[config.mk]
export PLATFORM = sky130hd
export DESIGN_NAME = pc_trace_output_unit
export DESIGN_NICKNAME = d
export VERILOG_FILES = /design/src/logic/edge_sync.v /design/src/logic/trace_shifter.v /design/src/logic/pc_trace_output_unit.v
export VERILOG_INCLUDE_DIRS = /design/src /design/src/logic
export SDC_FILE = /design/constraint.sdc
export NUM_CORES = 1
export LEC_CHECK = 0
export BUFFER_PORTS_ARGS = -buffer_cell sky130_fd_sc_hd__buf_4
export CORE_AREA = 2 2 72 109
export DETAILED_ROUTE_END_ITERATION = 16
export DIE_AREA = 0 0 74 111
export PLACE_DENSITY = 0.81
export SLEW_MARGIN = 10
export SYNTH_ARGS = -nofsm -noshare
export SYNTH_HDL_FRONTEND = slang
export SYNTH_SLANG_ARGS = --single-unit
[constraint.sdc]
create_clock -name clock -period 5.03 [get_ports clock]
set_input_delay 1.006 -clock clock [delete_from_list [all_inputs] [get_ports clock]]
set_output_delay 1.006 -clock clock [all_outputs]
set_load 0.005 [all_outputs]
[src/logic/pc_trace_defs.vh]
// Purpose: shared constants of the program-counter trace output unit
// Assumes: included by bare name from every design file of the unit
// Notes:   definitions only, no logic
`ifndef PC_TRACE_DEFS_VH
`define PC_TRACE_DEFS_VH

// ****************************************************************
// serial field sizes
// ****************************************************************
`define TRC_ADDR_BITS 30
`define TRC_ADDR_CNT_BITS 5
`define TRC_EXC_BITS 4
`define TRC_EXC_CNT_BITS 3

// address window: plain mode starts at bit 2, compressed mode at bit 1
`define TRC_ADDR_LO_PLAIN 2
`define TRC_ADDR_HI_PLAIN 31
`define TRC_ADDR_LO_COMP 1
`define TRC_ADDR_HI_COMP 30

// ****************************************************************
// status codes on the 3-bit status output
// ****************************************************************
`define CODE_TRIGGER_STALL 3'h2
`define CODE_TRIGGER_SEQ 3'h1
`define CODE_SEQUENTIAL 3'h0
`define CODE_STALL 3'h3
`define CODE_JUMP_TAKEN 3'h4
`define CODE_BRANCH_TAKEN 3'h5
`define CODE_EXCEPTION 3'h6
`define CODE_DEBUG_ENTRY 3'h7

// ****************************************************************
// reset values
// ****************************************************************
`define RST_STATUS `CODE_STALL
`define RST_BIT 1'b0

`endif

[src/logic/edge_sync.v]
// Purpose: brings the trace clock into the core clock domain
// Assumes: input is asynchronous to clock and slower than clock / 2
// Notes:   rise is a one-cycle pulse per rising edge of the input
`timescale 1ns/1ps
`default_nettype none
`include "pc_trace_defs.vh"

module edge_sync (
    // clock and reset
    input wire clock,
    input wire nrst,
    // asynchronous level in, edge pulse out
    input wire async_in,
    output wire rise
);

    reg meta;
    reg stable;
    reg stable_d;

    // two-flop synchroniser plus one stage for the edge detector
    always @(posedge clock) begin
        if (!nrst) begin
            meta <= `RST_BIT;
            stable <= `RST_BIT;
            stable_d <= `RST_BIT;
        end else begin
            meta <= async_in;
            stable <= meta;
            stable_d <= stable;
        end
    end

    assign rise = stable & ~stable_d; // rising edge seen

endmodule // edge_sync
`default_nettype wire

[src/logic/trace_shifter.v]
// Purpose: loadable serialiser, least significant bit first
// Assumes: load and tick are single-cycle pulses of the core clock
// Notes:   busy stays high for W unheld tick periods after a load
`timescale 1ns/1ps
`default_nettype none
`include "pc_trace_defs.vh"

module trace_shifter #(
    parameter W = 4,
    parameter CW = 3
) (
    // clock and reset
    input wire clock,
    input wire nrst,
    // control
    input wire tick,
    input wire load,
    input wire hold,
    input wire [W-1:0] load_data,
    // status and serial bit
    output wire busy,
    output wire bit_out
);

    localparam [CW-1:0] FULL = W[CW-1:0];

    reg [W-1:0] sr;
    reg [CW-1:0] left;

    // a load restarts the word; otherwise shift once per tick while busy and not held
    always @(posedge clock) begin
        if (!nrst) begin
            sr <= {W{1'b0}};
            left <= {CW{1'b0}};
        end else if (load) begin
            sr <= load_data;
            left <= FULL;
        end else if (tick && busy && !hold) begin
            sr <= {1'b0, sr[W-1:1]};
            left <= left - 1'b1;
        end
    end

    assign busy = (left != {CW{1'b0}});
    assign bit_out = sr[0];

endmodule // trace_shifter
`default_nettype wire

[src/logic/pc_trace_output_unit.v]
// Purpose: program-counter trace status and serial target output
// Assumes: core event inputs are on clock and valid at each trace tick
// Notes:   one trace tick per rising edge of the sampled trace clock
`timescale 1ns/1ps
`default_nettype none
`include "pc_trace_defs.vh"

module pc_trace_output_unit #(
    parameter [2:0] SEQUENTIAL_CODE = `CODE_SEQUENTIAL,
    parameter [2:0] STALL_CODE = `CODE_STALL,
    parameter [2:0] JUMP_TAKEN_CODE = `CODE_JUMP_TAKEN,
    parameter [2:0] BRANCH_TAKEN_CODE = `CODE_BRANCH_TAKEN,
    parameter [2:0] EXCEPTION_STATUS_CODE = `CODE_EXCEPTION,
    parameter [2:0] DEBUG_ENTRY_CODE = `CODE_DEBUG_ENTRY
) (
    // clock and reset
    input wire clock,
    input wire nrst,
    // trace clock from the pin, sampled here
    input wire trace_clk,
    // mode and configuration
    input wire trace_complete_select,
    input wire compressed_mode_strap,
    input wire debug_mode,
    // instruction events, taken at each trace tick
    input wire instr_valid,
    input wire slot_nullified,
    input wire jump_direct,
    input wire jump_indirect,
    input wire branch,
    input wire taken,
    input wire exception_return_instr,
    input wire exception_event,
    input wire [`TRC_EXC_BITS-1:0] exception_vector,
    input wire debug_exception,
    input wire trigger_match,
    input wire [31:0] target_pc,
    // serial test data that owns the pin in debug mode
    input wire serial_test_data,
    // core handshake
    output wire core_stall,
    // trace pins
    output reg [2:0] trace_status,
    output reg trace_pin,
    output reg pin_is_test_data
);

    // ************************************************************
    // trace clock sampling
    // ************************************************************
    wire tick;

    edge_sync u_edge_sync (
        .clock(clock),
        .nrst(nrst),
        .async_in(trace_clk),
        .rise(tick)
    );

    // ************************************************************
    // compressed mode strap, caught once after reset release
    // ************************************************************
    reg strap_done;
    reg compressed;

    always @(posedge clock) begin
        if (!nrst) begin
            strap_done <= 1'b0;
            compressed <= 1'b0;
        end else if (!strap_done) begin
            strap_done <= 1'b1;
            compressed <= compressed_mode_strap;
        end
    end

    // 30-bit address window chosen by the strap
    wire [`TRC_ADDR_BITS-1:0] target_bits;
    assign target_bits = compressed ?
        target_pc[`TRC_ADDR_HI_COMP:`TRC_ADDR_LO_COMP] :
        target_pc[`TRC_ADDR_HI_PLAIN:`TRC_ADDR_LO_PLAIN];

    // ************************************************************
    // serialisers and pending-target buffer
    // ************************************************************
    wire addr_busy;
    wire addr_bit;
    wire exc_busy;
    wire exc_bit;
    reg pend_valid;
    reg [`TRC_ADDR_BITS-1:0] pend_addr;
    reg trig_pend;

    // decisions made from this tick's instruction
    reg [2:0] next_status;
    reg addr_load;
    reg exc_load;
    reg pend_set;
    reg pend_take;
    reg pend_clear;
    reg stall_req;
    reg trig_used;

    wire real_time;
    wire trig_any;
    wire is_jump;
    wire is_indirect;

    assign real_time = ~trace_complete_select;
    assign trig_any = trigger_match | trig_pend;
    assign is_indirect = jump_indirect | exception_return_instr;
    assign is_jump = exception_return_instr |
        ((jump_direct | jump_indirect | branch) & taken);

    wire [`TRC_ADDR_BITS-1:0] addr_src;
    assign addr_src = pend_take ? pend_addr : target_bits;

    // address serialiser, paused while a vector code goes out
    trace_shifter #(
        .W(`TRC_ADDR_BITS),
        .CW(`TRC_ADDR_CNT_BITS)
    ) u_addr_shifter (
        .clock(clock),
        .nrst(nrst),
        .tick(tick),
        .load(tick & (addr_load | pend_take)),
        // the bit shown before the vector is retired on the tick that starts
        // the vector, so the resumed output carries on with the next bit
        .hold(exc_busy),
        .load_data(addr_src),
        .busy(addr_busy),
        .bit_out(addr_bit)
    );

    // exception vector serialiser; a reload aborts the older code
    trace_shifter #(
        .W(`TRC_EXC_BITS),
        .CW(`TRC_EXC_CNT_BITS)
    ) u_exc_shifter (
        .clock(clock),
        .nrst(nrst),
        .tick(tick),
        .load(tick & exc_load),
        .hold(1'b0),
        .load_data(exception_vector),
        .busy(exc_busy),
        .bit_out(exc_bit)
    );

    // ************************************************************
    // per-instruction status and output arbitration
    // ************************************************************
    always @* begin
        next_status = STALL_CODE;
        addr_load = 1'b0;
        exc_load = 1'b0;
        pend_set = 1'b0;
        pend_take = 1'b0;
        pend_clear = 1'b0;
        stall_req = 1'b0;
        trig_used = 1'b0;
        if (debug_mode) begin
            // no new event is traced while the debug handler runs
            next_status = DEBUG_ENTRY_CODE;
        end else if (debug_exception) begin
            // no exception code and no vector for debug exceptions
            next_status = trig_any ? `CODE_TRIGGER_STALL : STALL_CODE;
            trig_used = 1'b1;
        end else if (!instr_valid || slot_nullified) begin
            // pipeline bubble or killed delay slot
            next_status = trig_any ? `CODE_TRIGGER_STALL : STALL_CODE;
            trig_used = 1'b1;
        end else if (exception_event) begin
            if (!real_time && exc_busy) begin
                // older vector must finish first in complete mode
                stall_req = 1'b1;
            end else begin
                next_status = EXCEPTION_STATUS_CODE;
                exc_load = 1'b1;
            end
        end else if (is_jump) begin
            if (is_indirect && real_time) begin
                next_status = JUMP_TAKEN_CODE;
                if (exc_busy) begin
                    pend_set = 1'b1;
                end else begin
                    addr_load = 1'b1;
                    pend_clear = 1'b1;
                end
            end else if (is_indirect) begin
                if (!addr_busy && !exc_busy && !pend_valid) begin
                    next_status = JUMP_TAKEN_CODE;
                    addr_load = 1'b1;
                end else if (!pend_valid) begin
                    next_status = JUMP_TAKEN_CODE;
                    pend_set = 1'b1;
                end else begin
                    stall_req = 1'b1;
                end
            end else if (addr_busy || pend_valid) begin
                // direct target dropped while another target is out
                next_status = BRANCH_TAKEN_CODE;
            end else if (exc_busy) begin
                next_status = JUMP_TAKEN_CODE;
                pend_set = 1'b1;
            end else begin
                next_status = JUMP_TAKEN_CODE;
                addr_load = 1'b1;
            end
        end else begin
            // sequential instruction or branch not taken
            next_status = trig_any ? `CODE_TRIGGER_SEQ : SEQUENTIAL_CODE;
            trig_used = 1'b1;
        end
        // start a buffered target once both serialisers are free
        if (pend_valid && !addr_busy && !exc_busy && !exc_load &&
            !addr_load && !pend_set) begin
            pend_take = 1'b1;
        end
    end

    // the core holds its instruction while this is high
    assign core_stall = stall_req & ~debug_mode;

    // ************************************************************
    // pending target buffer and trigger memory
    // ************************************************************
    always @(posedge clock) begin
        if (!nrst) begin
            pend_valid <= 1'b0;
            pend_addr <= {`TRC_ADDR_BITS{1'b0}};
            trig_pend <= 1'b0;
        end else if (tick) begin
            if (pend_set) begin
                pend_valid <= 1'b1;
                pend_addr <= target_bits;
            end else if (pend_take || pend_clear) begin
                pend_valid <= 1'b0;
            end
            // a trigger that landed on another code waits for seq/stall
            trig_pend <= trig_any & ~trig_used;
        end
    end

    // ************************************************************
    // pin registers; status updated on each trace tick, pin on every core clock
    // ************************************************************
    always @(posedge clock) begin
        if (!nrst) begin
            trace_status <= `RST_STATUS;
        end else if (tick) begin
            trace_status <= next_status;
        end
    end

    // shared pin: vector code first, then address, test data in debug
    always @(posedge clock) begin
        if (!nrst) begin
            trace_pin <= `RST_BIT;
            pin_is_test_data <= 1'b0;
        end else begin
            pin_is_test_data <= debug_mode;
            if (debug_mode) begin
                trace_pin <= serial_test_data;
            end else if (exc_busy) begin
                trace_pin <= exc_bit;
            end else if (addr_busy) begin
                trace_pin <= addr_bit;
            end else begin
                trace_pin <= `RST_BIT;
            end
        end
    end

endmodule // pc_trace_output_unit
`default_nettype wire

== Yosys cells after proc, flatten, opt, wreduce, memory -nomap -nowiden ==
Cells that the tools add are included.
Cells by class
  bitwise logic cells: 17
  reduce and logical (&&, ||, !) cells: 31
  multiplexer cells: 77
  add/subtract/negate cells: 2
Operators by type and width (number)
  $mux W30: 4
  $mux W1: 57
  $mux W3: 12
  $logic_and A1 B1 Y1: 12
  $mux W5: 2
  $mux W4: 2
  $logic_not A1 Y1: 7
  $and A1 B1 Y1: 6
  $or A1 B1 Y1: 6
  $reduce_bool A2 Y1: 3
  $not A1 Y1: 5
  $reduce_bool A5 Y1: 1
  $sub A5 B1 Y5 const B: 1
  $reduce_and A2 Y1: 2
  $reduce_or A2 Y1: 2
  $logic_or A1 B1 Y1: 3
  $reduce_bool A3 Y1: 1
  $sub A3 B1 Y3 const B: 1
Word-level totals
  input bits: 53
  flip-flop bits (word level): 84

== Longest topological paths before layout ==
  depth in word-level cells: 19
  depth in mapped cells: 10

== By module ==
A second synthesis with hierarchy kept.
Unflattened totals
  cell total of the unflattened synthesis: 479
  area total of the unflattened synthesis: 4556.9 um^2
By module, submodules not included
  pc_trace_output_unit: cells each 233, area an instance 2397.3 um^2, times used 1
  trace_shifter at u_addr_shifter: cells each 203, area an instance 1726.7 um^2, times used 1
  trace_shifter at u_exc_shifter: cells each 36, area an instance 340.3 um^2, times used 1
  edge_sync: cells each 7, area an instance 92.6 um^2, times used 1

== Worst setup path after synthesis ==
OpenSTA, ideal clock, no wires.
  path kind: input -> register
  from: in debug_mode
  to: reg u_addr_shifter.sr[11]
  cell stages on the path: 9
  arrival: 2.603 ns
  setup slack: 2.310 ns
  buffers on the path: 4
  data required time: 4.913 ns
  cells stage by stage: buf_6 -> or4b_4 -> nor3_2 -> and3_1 -> buf_4 -> buf_6 -> buf_6 -> nand2_1 -> a32o_1
Between the ends
  cells in the longest elaborated chain, start to end: 9
RTL lines
  start, declared: RTL line pc_trace_output_unit.v:24  | input wire debug_mode,
  $mux W1: RTL line pc_trace_output_unit.v:161  | if (debug_mode) begin
  $logic_not A1 Y1: RTL line pc_trace_output_unit.v:215  | if (pend_valid && !addr_busy && !exc_busy && !exc_load &&
  $logic_and A1 B1 Y1 (2 in series): RTL line pc_trace_output_unit.v:215
  $logic_and A1 B1 Y1: RTL line pc_trace_output_unit.v:216  | !addr_load && !pend_set) begin
  $mux W1: RTL line pc_trace_output_unit.v:215
  $or A1 B1 Y1: RTL line pc_trace_output_unit.v:125  | .load(tick & (addr_load | pend_take)),
  $and A1 B1 Y1: RTL line pc_trace_output_unit.v:125
  $mux W30 / $reduce_bool A2 Y1 (equally long branches)
  end signal, assigned: RTL line trace_shifter.v:33  | sr <= {W{1'b0}};
  end signal, assigned: RTL line trace_shifter.v:36  | sr <= load_data;
  end signal, assigned: RTL line trace_shifter.v:39  | sr <= {1'b0, sr[W-1:1]};
  end, declared: RTL line trace_shifter.v:27  | reg [W-1:0] sr;
Parallel ways exist; a longest one is shown, timed or not.
A chain may end at the register's enable or synchronous reset.

== Worst setup path in the final report ==
  from: in slot_nullified
  to: reg u_addr_shifter.sr[7]
Between the ends
  cells in the longest elaborated chain, start to end: 12
RTL lines
  start, declared: RTL line pc_trace_output_unit.v:27  | input wire slot_nullified,
  $logic_or A1 B1 Y1 *: RTL line pc_trace_output_unit.v:168  | end else if (!instr_valid || slot_nullified) begin
  $mux W1: RTL line pc_trace_output_unit.v:168
  $mux W1: RTL line pc_trace_output_unit.v:164  | end else if (debug_exception) begin
  $mux W1: RTL line pc_trace_output_unit.v:161
  $logic_not A1 Y1: RTL line pc_trace_output_unit.v:215
  $logic_and A1 B1 Y1 (2 in series): RTL line pc_trace_output_unit.v:215
  $logic_and A1 B1 Y1: RTL line pc_trace_output_unit.v:216
  $mux W1: RTL line pc_trace_output_unit.v:215
  $or A1 B1 Y1: RTL line pc_trace_output_unit.v:125
  $and A1 B1 Y1: RTL line pc_trace_output_unit.v:125
  $mux W30 / $reduce_bool A2 Y1 (equally long branches)
Mark *: on every way between the ends. The rest lies on a longest branch, timed or not.

==> Implementation_results.wiki <==
{| class="wikitable"
! Metric !! Value
|-
| Sum of net half-perimeters after detailed placement || approximately 6400 um
|-
| CTS hold repair buffers || 0
|-
| First-pass GRT wire length || 16,800 um
|-
| Buffers inserted during post-CTS setup optimization || 0
|-
| Chip height || approximately 110 um
|-
| CTS tree || built
|-
| Final layout net count || ~530
|-
| PwrDens || about 290 nW/um2
|-
| Proportion of synthesized area in mux cells || 0.0924
|-
| Clock Skew || ~4.7 ps
|-
| Boundary pin count || just under 60
|-
| Smallest hold slack || 430 ps
|-
| Worst setup EP type || register
|-
| Final setup fails || 0
|-
| Outcome || completed
|-
| Unrepaired setup endpoints after global routing || no
|-
| Required time at the endpoint of the critical path || between 5000 and 6000 ps
|-
| Root buf cell || sky130_fd_sc_hd__clkbuf_16
|-
| Clock latency of the later-clocked register in the worst-skew pair || approximately 340 ps
|-
| Crit path cell chain || buf_4, or4b_4, nor3_2, and3_2, buf_4, nand2_1, a32o_1
|-
| Count of inserted antenna diode cells || 0
|-
| Post-synthesis simple-gate area fraction || 0.117
|-
| Share of Yosys cell area claimed by the top area cell type || 0.395
|-
| Type of origin of the critical path || primary input
|-
| Total area of sequential cells || about 1700 um2
|-
| Total area of multi-input combinational cells || approximately 2200 um2
|-
| Standby leakage power || roughly 0.0017 uW
|-
| Initial DRC Count || about 330
|-
| Part of the Yosys area used for sequential elements || 0.395
|-
| Floorplan die width || around 74 um
|-
| Hold Violations, Final || 0
|-
| Netlist cell types || just over 50
|-
| Dominant register cell in the synthesized netlist || sky130_fd_sc_hd__dfxtp_1
|-
| Final instance area || a little under 5000 um2
|-
| Share of the clock period used by the worst path after layout || 0.636
|-
| Global placement routability congestion || ~0.80
|-
| Capture point of the worst reg-to-reg path || u_addr_shifter.sr[29]
|-
| Cell with the most instances after synthesis || sky130_fd_sc_hd__dfxtp_1
|-
| Layout overhead on the synthesized area || 14.4%
|-
| Final core utilization || 0.661
|-
| Via Count || ~3,700
|-
| Clk slew on worst S/H paths || about 60 ps
|-
| Placed Instance Area || ~4600 um2
|-
| Number of vias per cell after detailed routing || between 6 and 7
|-
| Average size of a mapped cell || roughly 9.5 um2
|-
| Initial Util || 0.577
|-
| Cts bufs inserted || 9
|-
| Worst slew margin relative to its limit || 0.260
|-
| End point of the worst hold path || u_edge_sync.stable
|-
| Share of flip-flops with an asynchronous set or reset after synthesis || 0
|-
| Source of the worst register-to-register timing path || u_addr_shifter.left[0]
|-
| Overall die area || roughly 8200 um2
|-
| Data arrival time of the worst path || between 3000 and 4000 ps
|-
| Hold Crit Class || reg2reg
|-
| Post-layout min period || around 3200 ps
|-
| Filler Cells Inserted || 631
|-
| Largest driver fanout on the critical path || 39
|-
| Cell count of the worst reg-to-reg path || 8
|-
| Combined area of all synthesized cells || 4250 um2
|-
| Commonest cells in the netlist || sky130_fd_sc_hd__dfxtp_1 (84), sky130_fd_sc_hd__nand2_1 (40), sky130_fd_sc_hd__a21oi_1 (38)
|-
| WP buf/inv || 2
|-
| Fraction of final layout cells with drive strength greater than 1 || 0.188
|-
| Clk sinks || 84
|-
| Total Power || around 1400 uW
|-
| Largest net degree at the start of global routing || 40
|-
| Number of antenna violations at the first check in global routing || 0
|-
| Post-DR wirelength/cell || between 15 and 20 um
|-
| Post-synth EDFFs || 0
|-
| Family of cells with the greatest summed delay on the critical path || simple AND/OR/NAND/NOR gates
|-
| Hold Path Depth || 1
|-
| Post-synthesis xor/xnor area fraction || 0
|-
| Number of iterations in the first detailed-routing pass || 5
|-
| Crit Path Class || in2reg
|-
| Count of port buffers added during placement || 57
|-
| Max stage delay on crit path || a little over 700 ps
|-
| Cell with the biggest individual delay on the critical path || sky130_fd_sc_hd__and3_2
|-
| Post-Synthesis Net Count || between 500 and 600
|-
| Post-synthesis share of cell area spent on full adders, half adders and majority gates || 0.0118
|-
| Tightest Pin Transition || about 1100 ps
|-
| Top cells by area, synth || sky130_fd_sc_hd__dfxtp_1 (40%), sky130_fd_sc_hd__mux2i_1 (8.7%), sky130_fd_sc_hd__a221o_1 (6.6%)
|-
| Max clock buf depth || 2
|-
| Sum of overflow across all layers after global routing || 0
|-
| Fmax achieved || 312 MHz
|-
| Maximum level of the CTS H-tree || 3
|-
| Number of synthesized register bits || 84
|-
| Most frequent cell on the critical path || sky130_fd_sc_hd__buf_4
|-
| Max capacitance violation total || 0
|-
| Number of synthesis warnings || 0
|-
| Slew Viols, Final || 0
|-
| Total DRC errors in the routed layout || 0
|-
| Setup Total Neg Slack || 0 ps
|-
| Dominant combinational cell family by area after synthesis || compound AO/OA/AOI/OAI gates
|-
| Vias in the first global route || approximately 3,700
|-
| Post-DRT Antenna Nets || 0
|-
| Compound-gate portion of the synthesized area || 0.304
|-
| Site Rows || 39
|-
| Post-synthesis instance total || ~450
|-
| GRT Total Usage || 0.258
|-
| Total detailed-routing wirelength || between 10,000 and 15,000 um
|-
| Cell taking the most area after synthesis || sky130_fd_sc_hd__dfxtp_1
|-
| Hold wc startpoint || u_edge_sync.meta
|-
| Post-CTS resize count || 0
|-
| Register-to-register setup slack || between 2000 and 2500 ps
|-
| Placeable core area || ~7400 um2
|-
| Worst IR Drop VDD || 243 uV
|}
## cell usage in the layout, fill, tap and decap left out, drive strengths merged, types with 15 or more instances in the layout
master,n
dfxtp,84
a32o,28
a211oi,33
clkbuf,15
nor2,20
a221o,28
a21oi,38
mux2i,37
buf,65
nand2,40
## final cells by class
class | count | area share
clock buffers | 15 | 0.0571
clock inverters | 1 | 0.00103
inverters | 11 | 0.00848
multi-input cells | 304 | 0.461
flip-flops and latches | 84 | 0.346
well taps | 102 | 0.0262
repair buffers | 65 | 0.100
## state kept, by name, indices dropped and copies added, names as in the netlist
signal and count:
pin_is_test_data 1, u_exc_shifter.sr 4, pend_addr 30, strap_done 1
pend_valid 1, u_addr_shifter.sr 30, u_edge_sync.stable 1, u_addr_shifter.left 5
trig_pend 1, u_exc_shifter.left 3, compressed 1, trace_pin 1
u_edge_sync.stable_d 1, trace_status 3, u_edge_sync.meta 1
## worst reg2reg max path, cell delays in order (launching register included)
cell and delay, ps:
sky130_fd_sc_hd__dfxtp_1 320, sky130_fd_sc_hd__inv_1 100, sky130_fd_sc_hd__ha_1 160, sky130_fd_sc_hd__or4b_4 520, sky130_fd_sc_hd__a2111oi_4 700, sky130_fd_sc_hd__buf_4 450, sky130_fd_sc_hd__o41ai_4 90, sky130_fd_sc_hd__buf_4 270
sky130_fd_sc_hd__a22o_1 280
## worst max-delay path by stage
stage | start | to | slack (ps) | depth (start not counted)
3_5_place_dp | slot_nullified | u_addr_shifter.sr[7] | 1500 | 7
2_1_floorplan | debug_mode | u_addr_shifter.sr[11] | 2310 | 9
3_3_place_gp | slot_nullified | u_addr_shifter.sr[2] | 1560 | 7
5_1_grt | slot_nullified | u_addr_shifter.sr[5] | 1730 | 7
4_1_cts | slot_nullified | u_addr_shifter.sr[7] | 1850 | 7
6_report | slot_nullified | u_addr_shifter.sr[7] | 1830 | 7
## metrics by stage
stage / cells / worst slack (ps)
detailed placement: 566 / 1500
global placement: 566 / 1560
finish: 582 / 1830
global route: 582 / 1730
CTS: 582 / 1850
floorplan: 446 / 2310
## report_power, final
part / leakage [uW] / switching, uW / total, uW / internal, uW
registers: 0.000679 / 9.22 / 680 / 671
logic: 0.000891 / 61.7 / 119 / 57.1
clock network: 0.000140 / 255 / 630 / 375
total: 0.00171 / 326 / 1430 / 1100
## layer usage
metal,track usage,vias to the layer above,routed length (um)
met3,0.0418,17,462
met5,0,-,0
met1,0.301,1776,4070
met4,0.121,0,199
li1,-,1774,-
met2,0.444,118,5390
## cells by family (layout without fill, tap and decap cells)
group | after synthesis | in the layout
flops | 84 | 84
simple gates | 98 | 98
compound gates | 163 | 163
mux | 39 | 39
buf+inv | 58 | 92
fa+ha+maj | 4 | 4
Power figures use the tool's default switching activity.
